==> src/swdc_params.svh <==
// Purpose: constants for the configuration-port watchdog block
// Assumes: 40 MHz sys_clk
// Notes:   offsets, field positions, reset values and timing counts
`ifndef SWDC_PARAMS_SVH
`define SWDC_PARAMS_SVH

// ----------------------------------------------------------------
// port addresses and key values
// ----------------------------------------------------------------
`define SWDC_INDEX_ADDR      16'h03f0
`define SWDC_DATA_ADDR       16'h03f1
`define SWDC_UNLOCK_KEY      8'h87
`define SWDC_LOCK_KEY        8'haa

// ----------------------------------------------------------------
// register indices
// ----------------------------------------------------------------
`define SWDC_REG_LDEV        8'h07
`define SWDC_REG_PFSEL_A     8'h2a
`define SWDC_REG_PFSEL_B     8'h2b
`define SWDC_REG_PFSEL_C     8'h2c
`define SWDC_REG_ACTIVATE    8'h30
`define SWDC_REG_PIN12_DEF   8'he2
`define SWDC_REG_PIN13_DEF   8'he3
`define SWDC_REG_PIN16_DEF   8'he6
`define SWDC_REG_WD_COUNT    8'hf2
`define SWDC_REG_WD_EVENT    8'hf3
`define SWDC_REG_WD_UNIT     8'hf4

// ----------------------------------------------------------------
// logical devices, fields and values
// ----------------------------------------------------------------
`define SWDC_LDEV_GPIO       8'h07
`define SWDC_LDEV_WDOG       8'h08
`define SWDC_ACT_ON          8'h01
`define SWDC_PIN_WD_FUNC     8'h0a
`define SWDC_EVENT_ENABLE    8'h0e
`define SWDC_UNIT_SECONDS    8'h40
`define SWDC_PFSEL_A_BIT     7
`define SWDC_PFSEL_B_BIT     0
`define SWDC_PFSEL_C_HI      5
`define SWDC_PFSEL_C_LO      4
`define SWDC_PFSEL_C_PIN16   2'b01
`define SWDC_UNIT_BIT        6
`define SWDC_EVENT_KBD_BIT   2
`define SWDC_EVENT_MOUSE_BIT 3
`define SWDC_EVENT_LED_BIT   1
`define SWDC_RESET_VALUE     8'h00

// ----------------------------------------------------------------
// timing
// ----------------------------------------------------------------
`define SWDC_CLK_HZ          40000000
`define SWDC_SECOND_S        1
`define SWDC_MINUTE_S        60
`define SWDC_SECOND_CYCLES   (`SWDC_CLK_HZ * `SWDC_SECOND_S)

`endif

==> src/swdc_pkg.sv <==
// Purpose: shared types for the watchdog configuration block
// Assumes: swdc_params.svh holds all numbers
// Notes:   types only
package swdc_pkg;
   typedef logic [7:0]  swdc_byte_t;
   typedef logic [15:0] swdc_addr_t;

   typedef enum logic [1:0]
   {
      SWDC_LOCKED   = 2'b00,
      SWDC_HALF_KEY = 2'b01,
      SWDC_OPEN     = 2'b10
   } swdc_cfg_e;

   typedef enum logic [2:0]
   {
      SWDC_H_IDLE  = 3'b000,
      SWDC_H_KEY1  = 3'b001,
      SWDC_H_KEY2  = 3'b010,
      SWDC_H_INDEX = 3'b011,
      SWDC_H_DATA  = 3'b100,
      SWDC_H_LOCK  = 3'b101,
      SWDC_H_GAP   = 3'b110
   } swdc_host_e;
endpackage : swdc_pkg

==> src/swdc_io_if.sv <==
// Purpose: io port cycle link between host processor and controller
// Assumes: single sys_clk, one access per io_wr/io_rd pulse
// Notes:   read data answers in the cycle after io_rd
`timescale 1ns/10ps
interface swdc_io_if;
   import swdc_pkg::*;
   swdc_addr_t io_addr;
   swdc_byte_t io_wdata;
   logic       io_wr;
   logic       io_rd;
   swdc_byte_t io_rdata;
   logic       io_rvalid;

   modport device
   (
      input  io_addr,
      input  io_wdata,
      input  io_wr,
      input  io_rd,
      output io_rdata,
      output io_rvalid
   );

   modport host
   (
      output io_addr,
      output io_wdata,
      output io_wr,
      output io_rd,
      input  io_rdata,
      input  io_rvalid
   );
endinterface : swdc_io_if

==> src/swdc_device.sv <==
// Purpose: io controller end: configuration port, registers, watchdog
// Assumes: io strobes are one-cycle pulses on sys_clk; kbd/mouse already synchronous
// Notes:   general pins are active-low reset outputs with enables
//
// Functional notes
// - index port 3f0, data port 3f1
// - two 87 writes unlock configuration access
// - aa write relocks configuration access
// - write index first, then data access
// - register 07 selects logical device bank
// - 01 to device 7 reg 30 activates
// - 00 to reg 30 deactivates, no timeout
// - count f2 of device 8, 01 to ff
// - interval follows loaded count value
// - f4 bit 6 picks seconds or minutes
// - f3 0e enables kbd/mouse reload, led
// - e3 0a routes watchdog to pin thirteen
// - 2b bit 0 selects pin thirteen function
// - alternates pin twelve and sixteen routes
// - expiry asserts board reset on pin
`timescale 1ns/10ps
`include "swdc_params.svh"
module swdc_device #(parameter int unsigned SEC_CYC = `SWDC_SECOND_CYCLES)
(
   input  wire logic  sys_clk,
   input  wire logic  rstn,
   swdc_io_if.device  io,
   input  wire logic  kbd_irq,
   input  wire logic  mouse_irq,
   input  wire logic  keyboard_lock_input,
   output logic       keyboard_lock_seen,
   output logic       general_pin_twelve_o,
   output logic       general_pin_twelve_oe_n,
   output logic       general_pin_thirteen_o,
   output logic       general_pin_thirteen_oe_n,
   output logic       general_pin_sixteen_o,
   output logic       general_pin_sixteen_oe_n,
   output logic       power_led,
   output logic       wd_timeout
);
   import swdc_pkg::*;

   localparam int unsigned MIN_SEC = `SWDC_MINUTE_S;

   // ----------------------------------------------------------------
   // state
   // ----------------------------------------------------------------
   typedef struct packed
   {
      swdc_cfg_e  cfg;
      swdc_byte_t index;
      swdc_byte_t ldev;
      swdc_byte_t pfsel_a;
      swdc_byte_t pfsel_b;
      swdc_byte_t pfsel_c;
      swdc_byte_t act7;
      swdc_byte_t act8;
      swdc_byte_t pin12;
      swdc_byte_t pin13;
      swdc_byte_t pin16;
      swdc_byte_t wd_count;
      swdc_byte_t wd_event;
      swdc_byte_t wd_unit;
      logic [25:0] tick_cnt;
      logic [5:0]  sec_cnt;
      swdc_byte_t remain;
      logic       expired;
      swdc_byte_t rdata;
      logic       rvalid;
      logic       keyboard_lock_input_s1;
      logic       keyboard_lock_input_s2;
   } swdc_dev_s;

   swdc_dev_s st_reg;
   swdc_dev_s st_next;

   function automatic swdc_byte_t swdc_cfg_read(input swdc_dev_s s);
      swdc_byte_t v;
      v = 8'h00;
      case (s.index)
         `SWDC_REG_LDEV:     v = s.ldev;
         `SWDC_REG_PFSEL_A:  v = s.pfsel_a;
         `SWDC_REG_PFSEL_B:  v = s.pfsel_b;
         `SWDC_REG_PFSEL_C:  v = s.pfsel_c;
         `SWDC_REG_ACTIVATE:
            v = (s.ldev == `SWDC_LDEV_GPIO) ? s.act7 :
                (s.ldev == `SWDC_LDEV_WDOG) ? s.act8 : 8'h00;
         `SWDC_REG_PIN12_DEF: v = (s.ldev == `SWDC_LDEV_GPIO) ? s.pin12 : 8'h00;
         `SWDC_REG_PIN13_DEF: v = (s.ldev == `SWDC_LDEV_GPIO) ? s.pin13 : 8'h00;
         `SWDC_REG_PIN16_DEF: v = (s.ldev == `SWDC_LDEV_GPIO) ? s.pin16 : 8'h00;
         // count reads back the live remaining units
         `SWDC_REG_WD_COUNT: v = (s.ldev == `SWDC_LDEV_WDOG) ? s.remain : 8'h00;
         `SWDC_REG_WD_EVENT: v = (s.ldev == `SWDC_LDEV_WDOG) ? s.wd_event : 8'h00;
         `SWDC_REG_WD_UNIT:  v = (s.ldev == `SWDC_LDEV_WDOG) ? s.wd_unit : 8'h00;
         default:            v = 8'h00;
      endcase
      return v;
   endfunction : swdc_cfg_read

   logic io_idx_wr;
   logic io_dat_wr;
   logic io_dat_rd;
   logic cfg_open;
   logic wd_active;
   logic unit_tick;
   logic kick;

   always_comb
   begin
      st_next   = st_reg;
      io_idx_wr = io.io_wr && (io.io_addr == `SWDC_INDEX_ADDR);
      io_dat_wr = io.io_wr && (io.io_addr == `SWDC_DATA_ADDR);
      io_dat_rd = io.io_rd && (io.io_addr == `SWDC_DATA_ADDR);
      cfg_open  = (st_reg.cfg == SWDC_OPEN);
      wd_active = st_reg.act7[0];
      kick      = 1'b0;

      st_next.keyboard_lock_input_s1 = keyboard_lock_input;
      st_next.keyboard_lock_input_s2 = st_reg.keyboard_lock_input_s1;
      st_next.rvalid    = 1'b0;

      // ----------------------------------------------------------------
      // unlock key sequence on the index port
      // ----------------------------------------------------------------
      if (io_idx_wr)
      begin
         case (st_reg.cfg)
            SWDC_LOCKED:
               st_next.cfg = (io.io_wdata == `SWDC_UNLOCK_KEY) ? SWDC_HALF_KEY
                                                                : SWDC_LOCKED;
            SWDC_HALF_KEY:
               st_next.cfg = (io.io_wdata == `SWDC_UNLOCK_KEY) ? SWDC_OPEN
                                                                : SWDC_LOCKED;
            SWDC_OPEN:
               if (io.io_wdata == `SWDC_LOCK_KEY)
                  st_next.cfg = SWDC_LOCKED;
               else
                  st_next.index = io.io_wdata;
            default:
               st_next.cfg = SWDC_LOCKED;
         endcase
      end

      // ----------------------------------------------------------------
      // data port; writes ignored and reads answer ff while locked
      // ----------------------------------------------------------------
      if (io_dat_rd)
      begin
         st_next.rvalid = 1'b1;
         st_next.rdata  = cfg_open ? swdc_cfg_read(st_reg) : 8'hff;
      end

      if (io_dat_wr && cfg_open)
      begin
         case (st_reg.index)
            `SWDC_REG_LDEV:    st_next.ldev    = io.io_wdata;
            `SWDC_REG_PFSEL_A: st_next.pfsel_a = io.io_wdata;
            `SWDC_REG_PFSEL_B: st_next.pfsel_b = io.io_wdata;
            `SWDC_REG_PFSEL_C: st_next.pfsel_c = io.io_wdata;
            `SWDC_REG_ACTIVATE:
               if (st_reg.ldev == `SWDC_LDEV_GPIO)
                  st_next.act7 = io.io_wdata;
               else if (st_reg.ldev == `SWDC_LDEV_WDOG)
                  st_next.act8 = io.io_wdata;
            `SWDC_REG_PIN12_DEF:
               if (st_reg.ldev == `SWDC_LDEV_GPIO) st_next.pin12 = io.io_wdata;
            `SWDC_REG_PIN13_DEF:
               if (st_reg.ldev == `SWDC_LDEV_GPIO) st_next.pin13 = io.io_wdata;
            `SWDC_REG_PIN16_DEF:
               if (st_reg.ldev == `SWDC_LDEV_GPIO) st_next.pin16 = io.io_wdata;
            `SWDC_REG_WD_COUNT:
               if (st_reg.ldev == `SWDC_LDEV_WDOG)
               begin
                  st_next.wd_count = io.io_wdata;
                  kick = (io.io_wdata != 8'h00);
               end
            `SWDC_REG_WD_EVENT:
               if (st_reg.ldev == `SWDC_LDEV_WDOG) st_next.wd_event = io.io_wdata;
            `SWDC_REG_WD_UNIT:
               if (st_reg.ldev == `SWDC_LDEV_WDOG) st_next.wd_unit = io.io_wdata;
            default: ;
         endcase
      end

      // ----------------------------------------------------------------
      // count engine
      // ----------------------------------------------------------------
      if ((kbd_irq && st_reg.wd_event[`SWDC_EVENT_KBD_BIT]) ||
          (mouse_irq && st_reg.wd_event[`SWDC_EVENT_MOUSE_BIT]))
         kick = kick || (st_reg.wd_count != 8'h00);

      // one second of sys_clk cycles, then sixty of those for a minute
      unit_tick = 1'b0;
      if (!wd_active || kick)
      begin
         st_next.tick_cnt = '0;
         st_next.sec_cnt  = '0;
      end
      else if (st_reg.tick_cnt == 26'(SEC_CYC - 1))
      begin
         st_next.tick_cnt = '0;
         if (st_reg.wd_unit[`SWDC_UNIT_BIT] ||
             (st_reg.sec_cnt == 6'(MIN_SEC - 1)))
         begin
            st_next.sec_cnt = '0;
            unit_tick = 1'b1;
         end
         else
            st_next.sec_cnt = st_reg.sec_cnt + 6'd1;
      end
      else
         st_next.tick_cnt = st_reg.tick_cnt + 26'd1;

      if (!wd_active)
      begin
         st_next.expired = 1'b0;
         st_next.remain  = st_reg.wd_count;
      end
      else if (kick)
      begin
         st_next.remain  = (io_dat_wr && cfg_open &&
                            st_reg.index == `SWDC_REG_WD_COUNT) ? io.io_wdata
                                                                : st_reg.wd_count;
         st_next.expired = 1'b0;
      end
      else if (unit_tick && st_reg.remain != 8'h00)
      begin
         st_next.remain = st_reg.remain - 8'd1;
         if (st_reg.remain == 8'h01)
            st_next.expired = 1'b1;
      end
   end

   always_ff @(posedge sys_clk or negedge rstn)
   begin
      if (!rstn)
         st_reg <= '0;
      else
         st_reg <= st_next;
   end

   // ----------------------------------------------------------------
   // outputs and pin routing
   // ----------------------------------------------------------------
   logic route12;
   logic route13;
   logic route16;

   always_comb
   begin
      route12 = st_reg.pfsel_a[`SWDC_PFSEL_A_BIT] &&
                (st_reg.pin12 == `SWDC_PIN_WD_FUNC);
      route13 = st_reg.pfsel_b[`SWDC_PFSEL_B_BIT] &&
                (st_reg.pin13 == `SWDC_PIN_WD_FUNC);
      route16 = (st_reg.pfsel_c[`SWDC_PFSEL_C_HI:`SWDC_PFSEL_C_LO] ==
                 `SWDC_PFSEL_C_PIN16) && (st_reg.pin16 == `SWDC_PIN_WD_FUNC);
   end

   // active-low board reset driven low only while expired
   assign general_pin_twelve_o      = 1'b0;
   assign general_pin_twelve_oe_n   = !(route12 && st_reg.expired);
   assign general_pin_thirteen_o    = 1'b0;
   assign general_pin_thirteen_oe_n = !(route13 && st_reg.expired);
   assign general_pin_sixteen_o     = 1'b0;
   assign general_pin_sixteen_oe_n  = !(route16 && st_reg.expired);
   assign keyboard_lock_seen        = !st_reg.pfsel_b[`SWDC_PFSEL_B_BIT] && st_reg.keyboard_lock_input_s2;
   assign power_led                 = st_reg.expired && st_reg.wd_event[`SWDC_EVENT_LED_BIT];
   assign wd_timeout                = st_reg.expired;
   assign io.io_rdata               = st_reg.rdata;
   assign io.io_rvalid              = st_reg.rvalid;
endmodule : swdc_device

==> src/flat_wrapper.sv <==
// flat-port wrapper written by rule: the top's interface ports become plain ports
module swdc_device_flat import swdc_pkg::*;
#(parameter int unsigned SEC_CYC = `SWDC_SECOND_CYCLES)
  (sys_clk, rstn, kbd_irq, mouse_irq, keyboard_lock_input, keyboard_lock_seen, general_pin_twelve_o, general_pin_twelve_oe_n, general_pin_thirteen_o, general_pin_thirteen_oe_n, general_pin_sixteen_o, general_pin_sixteen_oe_n, power_led, wd_timeout, io_io_addr, io_io_wdata, io_io_wr, io_io_rd, io_io_rdata, io_io_rvalid);
  swdc_io_if io_i ();
  input  wire logic sys_clk;
  input  wire logic rstn;
  input  wire logic kbd_irq;
  input  wire logic mouse_irq;
  input  wire logic keyboard_lock_input;
  output logic keyboard_lock_seen;
  output logic general_pin_twelve_o;
  output logic general_pin_twelve_oe_n;
  output logic general_pin_thirteen_o;
  output logic general_pin_thirteen_oe_n;
  output logic general_pin_sixteen_o;
  output logic general_pin_sixteen_oe_n;
  output logic power_led;
  output logic wd_timeout;
  input wire logic [$bits(io_i.io_addr)-1:0] io_io_addr;
  input wire logic [$bits(io_i.io_wdata)-1:0] io_io_wdata;
  input wire logic [$bits(io_i.io_wr)-1:0] io_io_wr;
  input wire logic [$bits(io_i.io_rd)-1:0] io_io_rd;
  output wire logic [$bits(io_i.io_rdata)-1:0] io_io_rdata;
  output wire logic [$bits(io_i.io_rvalid)-1:0] io_io_rvalid;
  assign io_i.io_addr = io_io_addr;
  assign io_i.io_wdata = io_io_wdata;
  assign io_i.io_wr = io_io_wr;
  assign io_i.io_rd = io_io_rd;
  assign io_io_rdata = io_i.io_rdata;
  assign io_io_rvalid = io_i.io_rvalid;
  swdc_device #(.SEC_CYC(SEC_CYC)) u_core (.sys_clk(sys_clk), .rstn(rstn), .io(io_i), .kbd_irq(kbd_irq), .mouse_irq(mouse_irq), .keyboard_lock_input(keyboard_lock_input), .keyboard_lock_seen(keyboard_lock_seen), .general_pin_twelve_o(general_pin_twelve_o), .general_pin_twelve_oe_n(general_pin_twelve_oe_n), .general_pin_thirteen_o(general_pin_thirteen_o), .general_pin_thirteen_oe_n(general_pin_thirteen_oe_n), .general_pin_sixteen_o(general_pin_sixteen_o), .general_pin_sixteen_oe_n(general_pin_sixteen_oe_n), .power_led(power_led), .wd_timeout(wd_timeout));
endmodule
==> config.mk <==
export PLATFORM = sky130hd
export DESIGN_NAME = swdc_device_flat
export DESIGN_NICKNAME = d
export VERILOG_FILES = /design/src/swdc_pkg.sv /design/src/swdc_io_if.sv /design/src/swdc_device.sv /design/src/flat_wrapper.sv
export VERILOG_INCLUDE_DIRS = /design/src
export SDC_FILE = /design/constraint.sdc
export NUM_CORES = 1
export LEC_CHECK = 0
export BUFFER_PORTS_ARGS = -buffer_cell sky130_fd_sc_hd__buf_2
export CORE_MARGIN = 10
export CORE_UTILIZATION = 61
export CTS_CLUSTER_SIZE = 30
export DETAILED_ROUTE_END_ITERATION = 8
export GPL_TIMING_DRIVEN = 1
export PLACE_DENSITY = 0.87
export RECOVER_POWER = 100
export SLEW_MARGIN = 20
export SYNTH_ARGS = -nofsm -noshare
export SYNTH_HDL_FRONTEND = slang
export SYNTH_SLANG_ARGS = --single-unit
==> constraint.sdc <==
create_clock -name sys_clk -period 3.1 [get_ports sys_clk]
set_input_delay 0.465 -clock sys_clk [delete_from_list [all_inputs] [get_ports sys_clk]]
set_output_delay 0.465 -clock sys_clk [all_outputs]
set_load 0.005 [all_outputs]
==> results.toml, run 1 <==
[floorplan]
pin_count = 49
dieArea_sq_um = 18400
initial_core_util_pct = 61.8
fp-row-count = 42
core-area_sq_um = 13200
dieHeight_microns = 136
die_x_microns = 136

[synth]
synth_most_common_cell = "dfrtp_1"
synth_area_leaders = "dfrtp_1, mux2_2, nor2_1"
ys_warn_count = 0
synth_edf_count = 0
async_reset_ff_share_pct = 100
ys_types = 71
synth_cells = 714
synth_top_area_share_pct = 48.5
synth_ff_type = "dfrtp_1"
ys_seq_area_share_pct = 48.5
syn_avg_cell_area_sq_um = 11.4
ys_ff_latch = 158
synth_area_sq_um = 8160
yosysTopAreaCell = "dfrtp_1"
yosys-top-cells-count = "dfrtp_1, mux2_2, nor2_1"

[sta]
clock_skew_ns = 0.00704
worst_slack_ns = 0.311
tns_ns = 0
rsz0062_at_grt = "no"
maxSlewHeadroom_pct = -19.0
tightest_slew_ns = 1.79
report.final.setup_viol = 0
hold_viol = 0
report.final.slew_viol_count = 74
finalCriticalPeriod_ns = 2.79
fmax_mhz = 358
layout_worst_path_cycle_share_pct = 90.0

[clock_tree]
cts_buffers = 17
cts_tree = "built"
cts_htree_levels = 4
clk_latency_ns = 0.43
path_clk_slew_ns = 0.06
cts_root_buf = "clkbuf_16"
cts.sinks = 158
cts_hold_buf = 0
cts_buffer_depth = 2
cts-resized-gates = 0
post_cts_buffers = 0

[critical_path]
critical_path_depth = 3
cp_max_fo = 8
path_buf_inv = 0
worst_ep_required_time_ns = 3.41
crit_path_end = "u_core.st_reg[126]"
timing.critical_path.cells = "or4b_2, nor4_2, mux2_2"
worst_r2r_startpoint = "u_core.st_reg[152]"
cp-startpoint = "u_core.st_reg[152]"
end_kind = "register"
cp_top_family = "simple AND/OR/NAND/NOR gates"
slowest_delay_ns = 0.95
r2r_end = "u_core.st_reg[126]"
r2r_slack_ns = 0.31
rr_worst_depth = 3
cpMaxStageDelayCell = "nor4_2"
crit_arrival_ns = 3.10
path_class = "reg2reg"
setup.worst_path.start_class = "register"

[global_route]
grt_max_degree = 74
antenna_found_initial = 0
grt_pass1_vias = 6535
grt_usage_pct = 23.9
grt_remaining_overflow = 0
grt_pass1_wl_microns = 34600

[run]
drv_cap = 1

[cells_and_area]
largest_register_ffs = 147
drive_gt1_share_pct = 25.7
nets = 792
n_antenna_cell = 0
multi_input_area_sq_um = 3890
nFillCells = 921
seq_area_sq_um = 3950
fin_cells = 945
syn_to_final_growth_pct = 12.2

[run_status]
violations = "max-capacitance violations, max-slew violations"
status = "finished, violations left"

[pwr]
ir_drop_v = 0.000483
power_density_nw_per_um2 = 504
total_power_mw = 4.61
power_leakage_nw = 4.10

[routing]
ant_nets = 0
vias = 6429
drtIter0Drc = 686
post_drt_via_cell_ratio = 6.80
wl_per_cell_microns = 22.9
first_pass_iters = 6
drcViolationCount = 0
drt_wl_total_microns = 21700

[placed_design]
placedCellCount = 913
dp_slack_ns = 0.521
port_buffers = 45
place.gp.congestion = 1.01
dpl.hpwl_microns = 14800

[hold_path]
hp-class = "in2reg"
-- worst min-delay path by stage --
stage | from | end | cells past startpoint
floorplan | rstn | u_core.io.io_rdata[0] | 0
global placement | u_core.st_next[0] | u_core.st_reg[0] | 0
detailed placement | u_core.st_next[0] | u_core.st_reg[0] | 0
CTS | rstn | u_core.st_reg[31] | 1
global route | keyboard_lock_input | u_core.st_next[0] | 1
finish | keyboard_lock_input | u_core.st_next[0] | 1
-- kinds of logic (layout without fill, tap and decap cells) --
kind of cell	after synthesis	after routing	synth area share (%)
other	1	3	0.0460
AND/OR/NAND/NOR	245	245	18.8
multiplexers	121	121	16.4
AO/OA/AOI/OAI	95	95	8.79
flip-flops	158	158	48.5
adder cells (fa/ha/maj)	5	5	0.767
buffers and inverters	58	111	3.39
XOR/XNOR	31	31	3.33
-- placed cells by master, fill, tap and decap left out, types with 11 or more instances in the layout --
master | synthesis | final
nand2_1 | 29 | 29
xor2_1 | 16 | 16
nand3_1 | 20 | 20
mux2i_1 | 18 | 18
dfrtp_1 | 158 | 158
nor4_1 | 19 | 20
xnor2_1 | 15 | 15
buf_2 | 14 | 32
inv_1 | 11 | 11
buf_4 | 11 | 14
a21oi_1 | 12 | 12
mux2_2 | 102 | 101
and3_1 | 17 | 17
nand4_1 | 17 | 17
nor2_1 | 52 | 52
clkbuf_16 | 0 | 17
clkbuf_1 | 21 | 20
nor3_1 | 13 | 14
-- final cells by class --
| type | count | share of cell area (%) |
|---|---|---|
| Inverter | 11 | 0.451 |
| Timing Repair Buffer | 68 | 3.84 |
| Clock buffer | 18 | 4.69 |
| Clock inverter | 14 | 2.89 |
| Tap cell | 176 | 2.41 |
| Multi-Input combinational cell | 500 | 42.5 |
| Sequential cell | 158 | 43.2 |
-- worst reg2reg max path, delay by kind of cell, from the launching register on --
family           cells  cell delay, ns
flip-flops           1            0.46
multiplexers         1            0.43
AND/OR/NAND/NOR      2            1.79
-- power by group --
part / switching (mW) / internal [mW] / leakage, nW / total (mW)
combinational: 0.0883 / 0.0222 / 1.65 / 0.110
clock: 0.846 / 1.59 / 0.327 / 2.44
sequential: 0.000337 / 2.06 / 2.12 / 2.06
total: 0.935 / 3.68 / 4.10 / 4.61
-- per-stage QoR --
| stage | utilization [%] | hold slack [ns] | area (sq um) |
|---|---|---|---|
| after floorplan | - | 0.169 | 8160 |
| after global placement | 64.9 | 0.344 | 8560 |
| after detailed placement | 64.9 | 0.348 | 8560 |
| after CTS | 70.1 | 0.0667 | 9250 |
| after global routing | 69.4 | 0.127 | 9150 |
| final | 69.4 | 0.139 | 9150 |
-- metal layers --
layer / part of all wire, % / global-route usage [%]
met1: 39 / 28.2
met2: 50 / 39.7
met3: 7.4 / 6.68
met4: 3.6 / 11.0
met5: 0 / 0
No activity file was read; power rests on OpenSTA's default activity.
==> run 2: changes to the inputs <==
--- a/config.mk
+++ b/config.mk
@@ -6,6 +6,7 @@
 export SDC_FILE = /design/constraint.sdc
 export NUM_CORES = 1
 export LEC_CHECK = 0
+export ABC_CLOCK_PERIOD_IN_PS = 2680
 export BUFFER_PORTS_ARGS = -buffer_cell sky130_fd_sc_hd__buf_2
 export CORE_MARGIN = 10
 export CORE_UTILIZATION = 61
@@ -14,6 +15,7 @@
 export GPL_TIMING_DRIVEN = 1
 export PLACE_DENSITY = 0.87
 export RECOVER_POWER = 100
+export SKIP_LAST_GASP = 1
 export SLEW_MARGIN = 20
 export SYNTH_ARGS = -nofsm -noshare
 export SYNTH_HDL_FRONTEND = slang
==> constraint.sdc (replaced) <==
create_clock -name sys_clk -period 2.68 [get_ports sys_clk]
set_input_delay 0.402 -clock sys_clk [delete_from_list [all_inputs] [get_ports sys_clk]]
set_output_delay 0.402 -clock sys_clk [all_outputs]
set_load 0.005 [all_outputs]
==> results.toml, run 2 (synthesis results as in run 1) <==
[sta]
report.final.setup_viol = 0
maxSlewHeadroom_pct = 14.2
clock_skew_ns = 0.00540
report.final.slew_viol_count = 0
tightest_slew_ns = 1.29
timing.hold.ws_ns = 0.0831
layout_worst_path_cycle_share_pct = 96.4
finalCriticalPeriod_ns = 2.58
hold_viol = 0
fmax_mhz = 387
rsz0062_at_grt = "no"
tns_ns = 0

[critical_path]
setup.worst_path.start_class = "register"
cp_max_fo = 8
worst_ep_required_time_ns = 2.99
crit_arrival_ns = 2.89
path_class = "reg2reg"
end_kind = "register"

[clock_tree]
cts.sinks = 158
cts-resized-gates = 0
cts_hold_buf = 1
cts_root_buf = "clkbuf_16"
clk_latency_ns = 0.43
post_cts_buffers = 0
cts_buffer_depth = 2
cts_buffers = 17
cts_tree = "built"
cts_htree_levels = 4
path_clk_slew_ns = 0.06

[cells_and_area]
seq_area_sq_um = 3950
largest_register_ffs = 147
most-common-layout-cells = "dfrtp_1, mux2_2, nor2_1"
nets = 798
multi_input_area_sq_um = 3890
syn_to_final_growth_pct = 11.7
layout_commonest_cell = "dfrtp_1"
nFillCells = 941
n_antenna_cell = 0
drive_gt1_share_pct = 25.1

[routing]
post_drt_via_cell_ratio = 6.71
ant_nets = 0
drt_wl_total_microns = 21600
wl_per_cell_microns = 22.7
drtIter0Drc = 760
vias = 6371
first_pass_iters = 9
drcViolationCount = 0

[floorplan]
die_x_microns = 136
dieHeight_microns = 136
fp-row-count = 42
dieArea_sq_um = 18400
initial_core_util_pct = 61.8
pin_count = 49
core-area_sq_um = 13200

[run]
drv_cap = 0

[placed_design]
port_buffers = 45
dpl.hpwl_microns = 15000
place.gp.congestion = 0.953

[global_route]
antenna_found_initial = 0
grt_remaining_overflow = 0
grt_usage_pct = 24.2
grt_max_degree = 81
grt_pass1_wl_microns = 35100
grt_pass1_vias = 6622

[run_status]
status = "finished clean"

[pwr]
power_leakage_nw = 4.11
power_density_nw_per_um2 = 549
ir_drop_v = 0.000598

[hold_path]
hp-class = "in2reg"
-- run 2: cell types whose count changed in the layout (fill, tap and decap cells not counted), sizes merged --
| cell | previous run | this run |
|---|---|---|
| clkbuf | 40 | 47 |
| bufinv | 7 | 4 |
| clkinvlp | 3 | 0 |
| buf | 46 | 48 |
| clkinv | 3 | 4 |
| dlygate4sd3 | 0 | 1 |
| inv | 12 | 11 |
-- run 2: worst max-delay path, cell delays in order (launching register included) --
cell and delay [ns]:
dfrtp_1 0.41, or4_1 0.63, nor4_1 0.41, and2_0 0.60, mux2_2 0.42
-- run 2: power breakdown --
part           internal [mW]  leakage [nW]  switching [mW]
combinational         0.0277          1.70           0.101
clock                   1.57         0.294           0.913
sequential              2.39          2.12        0.000429
-- run 2: routing by layer --
metal	vias to the layer above	share of wire [%]	GRT usage, %
met5	-	0	0
met4	0	3.2	9.51
met3	83	7.0	6.05
met2	336	50	40.0
met1	3178	39	29.7
li1	2774	-	-
-- run 2: per-stage QoR --
stage | setup WS [ns] | power [mW] | cells | utilization [%] | instance area [sq um]
floorplan | 0.442 | 2.46 | 716 | - | 8160
global placement | 0.243 | 2.56 | 918 | 65.3 | 8610
detailed placement | 0.153 | 2.56 | 918 | 65.3 | 8610
CTS | 0.290 | 5.01 | 949 | 69.8 | 9210
global route | 0.0367 | 5.13 | 949 | 69.0 | 9110
finish | 0.0972 | 5.00 | 949 | 69.0 | 9110
-- run 2: final timing paths --
check,from,endpoint,slack [ns],cells past startpoint
worst max-delay path,u_core.st_reg[147],u_core.st_reg[113],0.1,4
worst min-delay path,keyboard_lock_input,u_core.st_next[0],0.08,1
worst max register to register,u_core.st_reg[147],u_core.st_reg[113],0.1,4
worst min register to register,u_core.st_next[0],u_core.st_reg[0],0.35,0
max in group asynchronous,rstn,u_core.st_reg[127],0.54,3
min in group asynchronous,rstn,u_core.st_reg[16],0.81,2
-- run 2: final cells by class --
type                            count  area share [%]
Inverter                           11           0.453
Tap cell                          176            2.42
Sequential cell                   158            43.4
Multi-Input combinational cell    500            42.7
Clock inverter                      8            1.54
Timing Repair Buffer               74            4.45
Clock buffer                       22            4.99
